$ cat src/design/tlr_pkg.sv
// Shared constants and carrier types for the transmit length register bank
package tlr_pkg;

  // Register port geometry
  localparam int unsigned TLR_ADDR_W = 5;
  localparam int unsigned TLR_DATA_W = 8;
  localparam int unsigned TLR_NUM_REGS = 2;
  localparam int unsigned TLR_COUNT_W = 12;
  localparam int unsigned TLR_PART_W = 4;

  // Register offsets
  localparam logic [TLR_ADDR_W-1:0] TLR_OFF_HIGH = 5'h1d;
  localparam logic [TLR_ADDR_W-1:0] TLR_OFF_LOW  = 5'h1e;

  // Reset value of both registers and of unmapped reads
  localparam logic [TLR_DATA_W-1:0] TLR_RESET_VAL = 8'h00;
  localparam logic [TLR_DATA_W-1:0] TLR_UNMAPPED  = 8'h00;

  // Register indices inside the bank
  localparam int unsigned TLR_IDX_HIGH = 0;
  localparam int unsigned TLR_IDX_LOW  = 1;

  // Field positions in the high register
  localparam int unsigned TLR_HI_TOP_MSB = 7;
  localparam int unsigned TLR_HI_TOP_LSB = 4;
  localparam int unsigned TLR_HI_MID_MSB = 3;
  localparam int unsigned TLR_HI_MID_LSB = 0;

  // Field positions in the low register
  localparam int unsigned TLR_LO_B3_POS  = 7;
  localparam int unsigned TLR_LO_B20_MSB = 6;
  localparam int unsigned TLR_LO_B20_LSB = 4;
  localparam int unsigned TLR_LO_PART_MSB = 3;
  localparam int unsigned TLR_LO_PART_LSB = 0;

  // Host request toward the register bank
  typedef struct packed {
    logic [TLR_ADDR_W-1:0] addr;
    logic                  wr;
    logic                  rd;
    logic [TLR_DATA_W-1:0] wdata;
  } tlr_req_s;

  // State of one register cell
  typedef struct packed {
    logic [TLR_DATA_W-1:0] value;
  } tlr_cell_s;

  // State of the bank top
  typedef struct packed {
    logic [TLR_DATA_W-1:0] rdata;
  } tlr_top_s;

endpackage

$ cat src/design/tlr_cell.sv
// One 8-bit length register with hold clear, end-of-frame clear and host write
`timescale 1ns/10ps
module tlr_cell (
  // Clock and reset
  input  wire logic                          clk,
  input  wire logic                          rst,
  // Controls
  input  wire logic                          hold_clr,
  input  wire logic                          eof_clr,
  input  wire logic                          wr,
  input  wire logic [tlr_pkg::TLR_DATA_W-1:0] wdata,
  // Stored value
  output      logic [tlr_pkg::TLR_DATA_W-1:0] q
);

  tlr_pkg::tlr_cell_s state_r;
  tlr_pkg::tlr_cell_s state_nxt;

  // Disabled chip wins, a host write beats the frame-end clear
  always_comb begin
    state_nxt = state_r;
    if (hold_clr) begin
      state_nxt.value = tlr_pkg::TLR_RESET_VAL;
    end else if (wr) begin
      state_nxt.value = wdata;
    end else if (eof_clr) begin
      state_nxt.value = tlr_pkg::TLR_RESET_VAL;
    end
  end

  always_ff @(posedge clk or posedge rst) begin
    if (rst) begin
      state_r.value <= tlr_pkg::TLR_RESET_VAL;
    end else begin
      state_r <= state_nxt;
    end
  end

  assign q = state_r.value;

endmodule

$ cat src/design/tlr_bank.sv
// Transmit length register bank: complete-byte count and partial-byte field
//
// Summary of operation
// - High register bits 7:4 hold count 11:8
// - High register bits 3:0 hold count 7:4
// - Low register: count low nibble, partial-byte information
// - Low register bit 7 holds count 3
// - Both clear at reset, held clear while disabled
// - Both clear automatically at transmit end-of-frame, except a register written in the same cycle
// - Low register bits 6:4 hold count 2:0
`timescale 1ns/10ps
module tlr_bank (
  // Clock and reset
  input  wire logic                               CLK,
  input  wire logic                               RST,
  // Chip enable, low holds the bank cleared
  input  wire logic                               EN,
  // Transmit end-of-frame pulse from the framer
  input  wire logic                               TX_EOF,
  // Host register port
  input  wire tlr_pkg::tlr_req_s                  REG_REQ,
  output      logic [tlr_pkg::TLR_DATA_W-1:0]     REG_RDATA,
  // Length toward the framer
  output      logic [tlr_pkg::TLR_COUNT_W-1:0]    COMPLETE_BYTE_COUNT,
  output      logic [tlr_pkg::TLR_PART_W-1:0]     PARTIAL_INFO
);

  ////////////////////////////////////////////////////////////////////////////
  // Address decode

  function automatic logic addr_hit(input logic [tlr_pkg::TLR_ADDR_W-1:0] addr,
                                    input logic [tlr_pkg::TLR_ADDR_W-1:0] off);
    addr_hit = (addr == off);
  endfunction

  localparam logic [tlr_pkg::TLR_ADDR_W-1:0] REG_OFFS [tlr_pkg::TLR_NUM_REGS] = '{
    tlr_pkg::TLR_OFF_HIGH,
    tlr_pkg::TLR_OFF_LOW
  };

  logic [tlr_pkg::TLR_DATA_W-1:0] reg_q [tlr_pkg::TLR_NUM_REGS];
  logic                           hold_clr;

  assign hold_clr = ~EN;

  ////////////////////////////////////////////////////////////////////////////
  // Register cells

  for (genvar gi = 0; gi < tlr_pkg::TLR_NUM_REGS; gi++) begin : g_cell
    tlr_cell u_cell (
      .clk      (CLK),
      .rst      (RST),
      .hold_clr (hold_clr),
      .eof_clr  (TX_EOF),
      .wr       (REG_REQ.wr & addr_hit(REG_REQ.addr, REG_OFFS[gi])),
      .wdata    (REG_REQ.wdata),
      .q        (reg_q[gi])
    );
  end

  ////////////////////////////////////////////////////////////////////////////
  // Field mapping toward the framer

  logic [tlr_pkg::TLR_DATA_W-1:0] high_q;
  logic [tlr_pkg::TLR_DATA_W-1:0] low_q;

  assign high_q = reg_q[tlr_pkg::TLR_IDX_HIGH];
  assign low_q  = reg_q[tlr_pkg::TLR_IDX_LOW];

  assign COMPLETE_BYTE_COUNT = {
    high_q[tlr_pkg::TLR_HI_TOP_MSB:tlr_pkg::TLR_HI_TOP_LSB],
    high_q[tlr_pkg::TLR_HI_MID_MSB:tlr_pkg::TLR_HI_MID_LSB],
    low_q[tlr_pkg::TLR_LO_B3_POS],
    low_q[tlr_pkg::TLR_LO_B20_MSB:tlr_pkg::TLR_LO_B20_LSB]
  };

  assign PARTIAL_INFO = low_q[tlr_pkg::TLR_LO_PART_MSB:tlr_pkg::TLR_LO_PART_LSB];

  ////////////////////////////////////////////////////////////////////////////
  // Read port

  tlr_pkg::tlr_top_s state_r;
  tlr_pkg::tlr_top_s state_nxt;

  // Read data is latched on a read strobe and held until the next one
  always_comb begin
    state_nxt = state_r;
    if (REG_REQ.rd) begin
      if (addr_hit(REG_REQ.addr, tlr_pkg::TLR_OFF_HIGH)) begin
        state_nxt.rdata = high_q;
      end else if (addr_hit(REG_REQ.addr, tlr_pkg::TLR_OFF_LOW)) begin
        state_nxt.rdata = low_q;
      end else begin
        state_nxt.rdata = tlr_pkg::TLR_UNMAPPED;
      end
    end
  end

  always_ff @(posedge CLK or posedge RST) begin
    if (RST) begin
      state_r.rdata <= tlr_pkg::TLR_RESET_VAL;
    end else begin
      state_r <= state_nxt;
    end
  end

  assign REG_RDATA = state_r.rdata;

  ////////////////////////////////////////////////////////////////////////////
  // Checks

  logic wr_high;
  logic wr_low;

  assign wr_high = REG_REQ.wr & addr_hit(REG_REQ.addr, tlr_pkg::TLR_OFF_HIGH);
  assign wr_low  = REG_REQ.wr & addr_hit(REG_REQ.addr, tlr_pkg::TLR_OFF_LOW);
endmodule

$ cat config.mk
export PLATFORM = sky130hd
export DESIGN_NAME = tlr_bank
export DESIGN_NICKNAME = d
export VERILOG_FILES = /design/src/design/tlr_pkg.sv /design/src/design/tlr_cell.sv /design/src/design/tlr_bank.sv
export SDC_FILE = /design/constraint.sdc
export NUM_CORES = 1
export LEC_CHECK = 0
export ABC_CLOCK_PERIOD_IN_PS = 1000
export BUFFER_PORTS_ARGS = -buffer_cell sky130_fd_sc_hd__buf_4
export CAP_MARGIN = 20
export CORE_UTILIZATION = 42
export CTS_BUF_LIST = sky130_fd_sc_hd__clkbuf_16
export DETAILED_ROUTE_END_ITERATION = 7
export PLACE_DENSITY = 0.74
export SETUP_SLACK_MARGIN = 0.15
export SYNTH_ARGS = -nofsm -noshare
export SYNTH_HDL_FRONTEND = slang
export SYNTH_HIERARCHICAL = 1
export SYNTH_SLANG_ARGS = --single-unit
$ cat constraint.sdc
create_clock -name CLK -period 1 [get_ports CLK]
set_clock_uncertainty 0.1 [all_clocks]
set_input_delay 0.2 -clock CLK [delete_from_list [all_inputs] [get_ports CLK]]
set_output_delay 0.2 -clock CLK [all_outputs]
set_load 0.02 [all_outputs]
# == Word-level counts from Yosys, hierarchy flattened ==
# Index checks and enable logic that the tools add are counted.
# word_totals
register_bits,24
latch_bits,0
ramBits,0
romBits,0
in_bits,19
elab_cells,16
mem_count,0
# classes
add_sub_neg,0
multipliers,0
n_div,0
order_cmp,0
n_eq_ne,4
shift,0
n_mux,7
bitwise_logic,2
n_reduce_logical,0
# op_table
operator,n
$mux 8,7
$eq 5x5->1 const B,2
$ne 3x1->1 const B,2
$and 1x1->1,2

# == Longest topological paths before layout ==
# Gate-level depths: netlist of the first run.
# logic_depth
depth_word,4
ltp_mapped,5
ltp_nobuf,4

# == Cells and area by module ==
# The synthesis of the first run kept the hierarchy.
# modules_own_cells
mod,n_inst,cells_each,area_per_inst_um2
tlr_cell,2,24,327.8
tlr_bank,1,34,417.9

# == Least setup slack after synthesis of the first run ==
# Ideal clock, no wire load.
# synth_path
path_type,input port to flip-flop
startpoint,in REG_REQ[11] (netlist bit)
endpoint,reg g_cell[0].u_cell.state_r (netlist bit g_cell[0].u_cell/q[6])
arrival_time_ps,928
required_ps,779
setup_slack_ps,-149
path_stages,4
path_buffers,0
cell_sequence,nand2b_1 nor2_1 nor2_1 a32o_2
# synth_between
elab_chain_cells,4
# synth_lines
item,line_no,rtl
from (decl),tlr_bank.sv:21,"input wire tlr_pkg::tlr_req_s REG_REQ,"
$eq 5x5->1 *,--,
$and 1x1->1 *,--,
$mux 8,tlr_cell.sv:24,end else if (wr) begin
$mux 8,tlr_cell.sv:22,if (hold_clr) begin
to (signal assigned),tlr_cell.sv:35,state_r <= state_nxt;
to (decl),tlr_cell.sv:16,tlr_pkg::tlr_cell_s state_r;
# Every way passes the cells marked *; elsewhere a longest branch is shown, timed or not.
# A chain may end at the register's enable or synchronous reset.

# == Final worst setup path of the first run ==
# layout_path
startpoint,reg g_cell[0].u_cell.state_r (netlist bit g_cell[0].u_cell/q[6])
endpoint,out COMPLETE_BYTE_COUNT[10] (netlist bit)
# layout_lines
item,line_no,rtl
to (decl),tlr_bank.sv:24,"output logic [tlr_pkg::TLR_COUNT_W-1:0] COMPLETE_BYTE_COUNT,"
# No word-level cell between the ends.

==> results of run 1 <==
## path summary, 6_finish.rpt
check | start | slack, ps | depth (start not counted) | to
worst max-delay path | g_cell[0].u_cell/q[6]$_DFFE_PP0P_ | -130 | 1 | COMPLETE_BYTE_COUNT[10]
worst min-delay path | REG_REQ[3] | 70 | 2 | g_cell[1].u_cell/q[3]$_DFFE_PP0P_
worst max register to register | g_cell[0].u_cell/q[5]$_DFFE_PP0P_ | -110 | 3 | g_cell[0].u_cell/q[5]$_DFFE_PP0P_
worst min register to register | REG_RDATA[4]$_DFFE_PP0P_ | 530 | 2 | REG_RDATA[4]$_DFFE_PP0P_
max in group asynchronous | RST | 230 | 3 | g_cell[0].u_cell/q[7]$_DFFE_PP0P_
min in group asynchronous | RST | 400 | 3 | g_cell[1].u_cell/q[5]$_DFFE_PP0P_
## per-layer routing
layer	global-route usage (%)	share of wire, %
met2	48.7	52
met3	6.09	6.9
met4	17.1	2.3
met5	0	0
met1	36.9	39
## per-stage QoR
stage / hold slack, ps / instance area (um2) / cells
after floorplan: -84.3 / 1090 / 82
after global placement: 77.5 / 1500 / 160
after detailed placement: 83.5 / 1500 / 160
after CTS: 70.4 / 1910 / 182
after global routing: 71.2 / 1970 / 183
final: 73.8 / 1970 / 183
## cell families (layout without fill, tap and decap cells)
| kind of cell | Yosys count | after routing | synth area share, % |
|---|---|---|---|
| flip-flops | 24 | 24 | 55.9 |
| buffers and inverters | 10 | 83 | 4.90 |
| AND/OR/NAND/NOR | 24 | 24 | 15.9 |
| AO/OA/AOI/OAI | 24 | 24 | 23.3 |
## cell usage in the layout (no fill, tap or decap), types with 2 or more instances in the layout
cell / count
dfrtp_1: 24
clkinvlp_4: 4
a221o_1: 8
buf_4: 27
clkbuf_16: 3
nor2_2: 3
inv_1: 4
nor2b_4: 3
and2b_1: 8
a32o_1: 6
buf_6: 43
nand2b_4: 2
nor2_4: 4
a32o_2: 10
## sequential cells by signal, summed over array words and instances (netlist names)
signal and flops:
REG_RDATA 8, g_cell.u_cell/q 16
## final cells by class
class                           count  area [um2]  area share [%]
Timing Repair Buffer               71         697            35.5
Clock inverter                      1        30.0            1.53
Sequential cell                    24         601            30.6
Clock buffer                        3        75.1            3.82
Inverter                            8        45.0            2.29
Multi-Input combinational cell     48         483            24.6
Tap cell                           28        35.0            1.78
## power breakdown
group          internal (W)  total, W  leakage [nW]  switching (W)
Sequential         0.000974  0.000977         0.335     0.00000314
Combinational      0.000107  0.000228         0.641       0.000121
Clock              0.000796   0.00114        0.0511       0.000347
Total               0.00188   0.00235          1.03       0.000472
## repair_timing
| action | CTS | global route |
|---|---|---|
| setup buffers | 17 | 1 |
| setup endpoints to repair | 48 | 72 |
| pin swaps | 11 | 4 |
| gates resized for setup | 46 | 14 |
| gates cloned | 0 | 0 |
| endpoints found under the hold margin | 24 | 0 |
| hold buffers | 1 | 0 |
==> impl_results.md, run 1 <==
* Critical Path, Cell by Cell: buf_6
* MaxCap Viol Count at 0
* Number of standard cells after synthesis at 82
* Via count at 1,076
* Number of warnings printed during yosys synthesis at 6
* Number of antenna violations at the first check in global routing at 0
* Effective utilization at floorplan at 46.3%
* RSZ-0062 raised after global routing: true
* Final estimated routing congestion in global placement at 0.841
* Floorplan core area at 2320 um2
* Layout overhead on the synthesized area at 83.1%
* Cell types occupying the most area after synthesis: dfrtp_1 (56%), a32o_2 (8.4%), a221o_1 (7.5%)
* Relative max-transition margin at 83.2%
* Diode count at 0
* Post-detailed-route via-to-cell ratio at 5.88
* Tot GR Track Use at 30.1%
* Clock latency on the worst-skew pair at 260 ps
* Final worst path period share at 113%
* Number of levels the H-tree was split into at 1
* Failing checks: setup timing
* Leakage dissipation at 1.03 nW
* Clk root buf: clkbuf_16
* Average cell area after synthesis at 13.1 um2
* Flops & latches, synth at 24
* Final core occ at 84.8%
* Worst setup slack after placement at -270 ps
* Buf/Inv on CP at 1
* 1st-iter DRT viols at 70
* Sort of element at the start of the critical path: flop
* Cell taking the most area after synthesis: dfrtp_1
* Detail-routed net length per standard cell at 20.8 um
* Net count after synthesis at 101
* Total congestion overflow at 0
* Die area at 2760 um2
* Status: complete, but fails checks
* Fraction of the yosys area taken by sequential cells at 55.9%
* Post-synth cell types at 13
* Post-detailed-route DRC marker count at 0
* Vert. Die Dim at 52.6 um
* Detailed-route wire length at 3820 um
* Largest fanout on the critical path at 2
* Half-perimeter wire length after detailed placement at 2310 um
* CP Data Required Time at 700 ps
* Critical path's largest stage delay at 420 ps
* Maximum frequency from static timing analysis at 888 MHz
* Max Slew Vio Count at 0
* Prevailing post-synth register cell: dfrtp_1
* Antenna-violating nets left at 0
* Clock buffers created by TritonCTS at 3
* P per Cell Area at 1190 nW/um2
* Clock sink total at 24
* Overall die width at 52.6 um
* Power Total at 0.00235 W
* Count of endpoints failing hold in the final timing report at 0
* Clock-pin transition on the worst setup and hold timing paths at 60 ps
* Data arrival time of the critical path at 830 ps
* Placement Rows at 17
* First drt pass iteration count at 4
* Top delay family on crit path: flip-flops
* Kind of end point of the critical path: output pin
* Shortest period the worst path allows at 1130 ps
* Cell with the most instances after synthesis: dfrtp_1
* Portion of synthesized cell area occupied by the leading cell type at 55.9%
* Count of buffers from port buffering at 42
* Cell with the biggest individual delay on the critical path: dfrtp_1
* Smallest setup slack after layout at -126 ps
* Pin count of the biggest net entering global routing at 15
* Synthesized cell area at 1070 um2
* Critical Setup Path Class: flop to output pin
* Classification of the worst-slack hold path: primary input to flop
* Global-route wire length before repair at 5670 um
* Async set-reset flop share out of synthesis at 100%
* Summed negative setup slack over all endpoints at -3860 ps
* Final setup fails at 48
* Count of flip-flops with a built-in enable after synthesis at 0
* Worst Tran Pin Value at 252 ps
* Filler Cells Inserted at 111
* IR drop worst, VDD at 0.00130 V
* TritonCTS clock tree: built
* I/O pin cnt at 43
* Final-stage net count at 175
* Fraction of layout cells with a size suffix above 1 at 65.2%
* Max Buffers Root-to-Sink at 2
* Vias in the first global route at 1,106
No activity file was read; power rests on OpenSTA's default activity.
==> inputs of run 2 (changes only) <==
CTS_BUF_LIST = sky130_fd_sc_hd__clkbuf_8 sky130_fd_sc_hd__clkbuf_16   (was sky130_fd_sc_hd__clkbuf_16)
==> run 2 against run 1 <==
  * The flow still finishes with violations (setup timing)
  * Clock-buffer cell count is the same
  * Power shrank 12%
  * Final area is essentially flat
  * Flip-flop and latch count is the same
  * Core utilization shrank 0.054 points
  * Highest routed layer unchanged
==> impl_results.md, run 2 (synthesis gave the netlist of run 1 again) <==
* Status: complete, but fails checks
* Failing checks: setup timing
* Diode count at 0
* Number of antenna violations at the first check in global routing at 0
* Smallest setup slack after layout at -147 ps
* Clock sink total at 24
* Layout overhead on the synthesized area at 83.0%
* Clock latency on the worst-skew pair at 270 ps
* Tot GR Track Use at 30.2%
* Antenna-violating nets left at 0
* Final-stage net count at 176
* Post-detailed-route via-to-cell ratio at 5.74
* Worst Tran Pin Value at 256 ps
* Leakage dissipation at 1.01 nW
* Clk root buf: clkbuf_8
* Count of buffers from port buffering at 42
* Data arrival time of the critical path at 850 ps
* Total placed cells including tap cells at 160
* Sort of element at the start of the critical path: flop
* Final setup fails at 36
* Kind of end point of the critical path: output pin
* Post-detailed-route DRC marker count at 0
* Max Slew Vio Count at 0
* Slack of the worst reg-to-reg path at -130 ps
* Classification of the worst-slack hold path: primary input to flop
* Pin count of the biggest net entering global routing at 15
* Pint at 0.00162 W
* Total congestion overflow at 0
* Endpoint of the lowest-slack register-to-register path: g_cell[1].u_cell/q[5]$_DFFE_PP0P_
* Maximum frequency from static timing analysis at 872 MHz
* Hold Startpoint: REG_REQ[6]
* Die area at 2760 um2
* Final non-filler cell total at 184
* Summed negative setup slack over all endpoints at -3570 ps
* Vias in the first global route at 1,118
* Detailed-route wire length at 3720 um
* Critical Path, Cell by Cell: buf_6
* P per Cell Area at 1050 nW/um2
* Final worst path period share at 115%
* RSZ-0062 raised after global routing: true
* 1st-iter DRT viols at 28
* Critical Setup Path Class: flop to output pin
* Final estimated routing congestion in global placement at 0.841
* Power Total at 0.00207 W
* Via count at 1,056
* Part of the power in combinational logic at 11.2%
* Detail-routed net length per standard cell at 20.2 um
* Half-perimeter wire length after detailed placement at 2310 um
* Effective utilization at floorplan at 46.3%
* Shortest period the worst path allows at 1150 ps
* Commonest non-fill, non-tap cell in the layout: buf_6
* Critical path's largest stage delay at 430 ps
* R2R depth at 3
* First drt pass iteration count at 4
* Fraction of layout cells with a size suffix above 1 at 65.4%
* Global-route wire length before repair at 5660 um
* Overall die width at 52.6 um
* Final core occ at 84.7%
* Buf/Inv on CP at 1
* I/O pin cnt at 43
* Top delay family on crit path: flip-flops
* Portion of total power attributed to sequential cells at 47.2%
* Launching instance or port of the critical path: g_cell[1].u_cell/q[5]$_DFFE_PP0P_
* MaxCap Viol Count at 0
* Count of endpoints failing hold in the final timing report at 0
* Relative max-transition margin at 82.9%
* Largest register FFs at 16
* Worst reg2reg startpoint: g_cell[1].u_cell/q[5]$_DFFE_PP0P_
* Number of levels the H-tree was split into at 1
* Clock buffers created by TritonCTS at 3
* Number of cells on the worst hold path at 2
* Max Buffers Root-to-Sink at 2
* Clk pwr share at 41.6%
* Floorplan core area at 2320 um2
* Switching power as a share of total power at 21.8%
* End point of the worst hold path: g_cell[0].u_cell/q[6]$_DFFE_PP0P_
* Vert. Die Dim at 52.6 um
* Clock-pin transition on the worst setup and hold timing paths at 90 ps
* CP Data Required Time at 700 ps
* Cell with the biggest individual delay on the critical path: dfrtp_1
* IR drop worst, VDD at 0.00128 V
* Placement Rows at 17
* Net load switching power at 0.000450 W
* Largest fanout on the critical path at 2
* Commonest cells after routing, fill and taps aside: buf_6 (48), dfrtp_1 (24), buf_4 (23)
* TritonCTS clock tree: built
-- run 2: cell types whose count changed in the layout (fill, tap and decap cells not counted), moves of 3 or more --
cell and change:
clkbuf_8 +3, buf_6 +5, buf_4 -4, clkbuf_16 -3
-- run 2: metal layers --
| metal | track usage, % | vias to the layer above | part of all wire (%) |
|---|---|---|---|
| met5 | 0 | - | 0 |
| met4 | 15.4 | 0 | 2.5 |
| met3 | 6.09 | 11 | 5.5 |
| met2 | 52.7 | 46 | 53 |
| met1 | 34.3 | 532 | 39 |
| li1 | - | 467 | - |
-- run 2: worst max path at each step --
stage                     slack, ps  depth (start not counted)                                 to
final                          -150                          1             COMPLETE_BYTE_COUNT[1]
after global routing           -180                          1             COMPLETE_BYTE_COUNT[1]
after CTS                      -130                          1             COMPLETE_BYTE_COUNT[9]
after detailed placement       -270                          5  g_cell[1].u_cell/q[6]$_DFFE_PP0P_
after global placement         -270                          6  g_cell[1].u_cell/q[1]$_DFFE_PP0P_
after floorplan                 -70                          4  g_cell[0].u_cell/q[6]$_DFFE_PP0P_
-- run 2: cell type report --
type / count / area [um2]
inverters: 8 / 45.0
multi-input cells: 48 / 489
repair buffers: 72 / 723
well taps: 28 / 35.0
clock inverters: 1 / 30.0
flip-flops and latches: 24 / 601
clock buffers: 3 / 41.3
fillers: 115 / 354
-- run 2: power by group through the flow --
stage / sequential [W] / combinational [W] / clock, W
final: 0.000976 / 0.000231 / 0.000861
after global routing: 0.000976 / 0.000244 / 0.000915
after CTS: 0.000975 / 0.000208 / 0.000864
after detailed placement: 0.000995 / 0.000182 / 0
after global placement: 0.000995 / 0.000175 / 0
after floorplan: 0.000998 / 0.0000634 / 0
-- run 2: timing repair --
item	4_1_cts	5_1_grt
hold buffers	1	0
setup endpoints to repair	48	64
buffers inserted	17	2
endpoints found under the hold margin	24	0
pin swaps	10	9
resized for setup	49	17
-- run 2: stage by stage --
stage               setup slack [ps]  hold slack, ps  area, um2
floorplan                      -73.8           -84.3       1090
global placement                -272            77.5       1500
detailed placement              -270            83.5       1500
CTS                             -126            53.8       1890
global route                    -176            49.5       1960
finish                          -147            59.2       1960
==> inputs of run 3 (changes only) <==
SKIP_CTS_REPAIR_TIMING = 1   (was not set)
==> run 3 against run 2 <==
  * The run ends with hold timing, setup timing left
  * Sequential power is essentially flat
  * Cell count rose by 0.54%
  * Sequential share of layout area is 0.76 points higher
  * Combinational power is 8% lower
  * Via count increased by 0.95%
  * Die area is the same
  * Largest power group unchanged
  * Register-to-register slack about the same
  * Wire length decreased by 5.9%
  * Flip-flop and latch count stayed put
==> impl_results.md, run 3 (synthesis gave the netlist of run 1 again) <==
* Layout overhead on the synthesized area at 78.6%
* Failing checks: hold timing, setup timing
* Floorplan core area at 2320 um2
* Commonest non-fill, non-tap cell in the layout: buf_6
* Vias in the first global route at 907
* Overall die width at 52.6 um
* Detail-routed net length per standard cell at 18.9 um
* Largest register FFs at 16
* Cell with the biggest individual delay on the critical path: dfrtp_1
* P per Cell Area at 1070 nW/um2
* Data arrival time of the critical path at 870 ps
* Number of antenna violations at the first check in global routing at 0
* Status: complete, but fails checks
* Hold Worst Slack at -208 ps
* Vert. Die Dim at 52.6 um
* Maximum frequency from static timing analysis at 852 MHz
* Total congestion overflow at 0
* Critical path's largest stage delay at 440 ps
* Antenna-violating nets left at 0
* Final estimated routing congestion in global placement at 0.841
* CP Data Required Time at 700 ps
* Worst Tran Pin Value at 326 ps
* Pint at 0.00161 W
* Final core occ at 82.7%
* Top delay family on crit path: flip-flops
* TritonCTS clock tree: built
* I/O pin cnt at 43
* Max Slew Vio Count at 0
* Diode count at 0
* Pin count of the biggest net entering global routing at 15
* Part of the power in combinational logic at 10.4%
* Placement Rows at 17
* Clock buffers created by TritonCTS at 3
* Kind of end point of the critical path: output pin
* Clock sink total at 24
* MaxCap Viol Count at 0
* Detailed-route wire length at 3500 um
* Max Buffers Root-to-Sink at 2
* 1st-iter DRT viols at 48
* Largest fanout on the critical path at 3
* Worst setup slack after placement at -270 ps
* Count of endpoints failing hold in the final timing report at 24
* Critical Setup Path Class: flop to output pin
* Post-detailed-route via-to-cell ratio at 5.76
* Final worst path period share at 117%
* Final setup fails at 46
* Sort of element at the start of the critical path: flop
* Global-route wire length before repair at 4470 um
* Critical Path, Cell by Cell: buf_6
* Smallest setup slack after layout at -174 ps
* Switching power as a share of total power at 21.5%
* IR drop worst, VDD at 0.00106 V
* Leakage dissipation at 1.03 nW
* Shortest period the worst path allows at 1170 ps
* RSZ-0062 raised after global routing: true
* Clk pwr share at 42.0%
* Buf/Inv on CP at 1
* Via count at 1,066
* Clock latency on the worst-skew pair at 270 ps
* Classification of the worst-slack hold path: primary input to asynchronous set/reset pin
* Post-detailed-route DRC marker count at 0
* Power Total at 0.00205 W
* Clk root buf: clkbuf_8
* Clock-pin transition on the worst setup and hold timing paths at 90 ps
* Net load switching power at 0.000441 W
* Final-stage net count at 177
* Die area at 2760 um2
* Count of buffers from port buffering at 42
* Half-perimeter wire length after detailed placement at 2310 um
* Tot GR Track Use at 23.4%
* First drt pass iteration count at 7
* Relative max-transition margin at 78.2%
* Fraction of layout cells with a size suffix above 1 at 61.8%
* Effective utilization at floorplan at 46.3%
* Commonest cells after routing, fill and taps aside: buf_6 (42), buf_4 (31), dfrtp_1 (24)
* Portion of total power attributed to sequential cells at 47.6%
* Number of levels the H-tree was split into at 1
-- run 3: changes by cell type in the layout (fill, tap and decap cells not counted), sizes merged --
cell	before	now
dlygate4sd3	1	0
clkinvlp	4	1
inv	4	7
buf	71	73
-- run 3: final cells by class --
class / count / area (um2)
well taps: 28 / 35.0
clock buffers: 3 / 41.3
multi-input cells: 48 / 470
clock inverters: 1 / 30.0
flip-flops and latches: 24 / 601
repair buffers: 73 / 706
fillers: 124 / 402
inverters: 8 / 33.8
-- run 3: metal layers --
metal  share of wire [%]  global-route usage [%]  vias to the layer above
met1                  40                    29.2                      538
li1                    -                       -                      469
met3                 5.9                    3.77                        4
met4                 1.0                    7.89                        0
met5                   0                       0                        -
met2                  53                    40.7                       55
-- run 3: power by group through the flow --
stage          Sequential, W  Clock (W)  Combinational (W)
2_1_floorplan       0.000998          0          0.0000634
3_3_place_gp        0.000995          0           0.000175
3_5_place_dp        0.000995          0           0.000182
4_1_cts             0.000976   0.000864           0.000183
5_1_grt             0.000977   0.000904           0.000226
6_report            0.000976   0.000860           0.000213
-- run 3: final timing paths --
path,start,cells after the start,slack [ps],endpoint
worst max-delay path,g_cell[1].u_cell/q[1]$_DFFE_PP0P_,1,-170,PARTIAL_INFO[1]
worst min-delay path,RST,2,-210,REG_RDATA[3]$_DFFE_PP0P_
worst max register to register,g_cell[1].u_cell/q[7]$_DFFE_PP0P_,3,-120,g_cell[1].u_cell/q[7]$_DFFE_PP0P_
worst min register to register,g_cell[0].u_cell/q[5]$_DFFE_PP0P_,1,480,REG_RDATA[5]$_DFFE_PP0P_
max in group asynchronous,RST,2,760,g_cell[0].u_cell/q[0]$_DFFE_PP0P_
min in group CLK,REG_REQ[2],2,60,g_cell[1].u_cell/q[2]$_DFFE_PP0P_
-- run 3: through the flow --
| step | cell area (um2) | hold WS (ps) | TNS (ps) | std cells |
|---|---|---|---|---|
| 2_1_floorplan | 1090 | -84.3 | -1560 | 82 |
| 3_3_place_gp | 1500 | 77.5 | -5540 | 160 |
| 3_5_place_dp | 1500 | 83.5 | -5610 | 160 |
| 4_1_cts | 1570 | -208 | -3570 | 164 |
| 5_1_grt | 1920 | -191 | -4920 | 185 |
| 6_report | 1920 | -208 | -3950 | 185 |
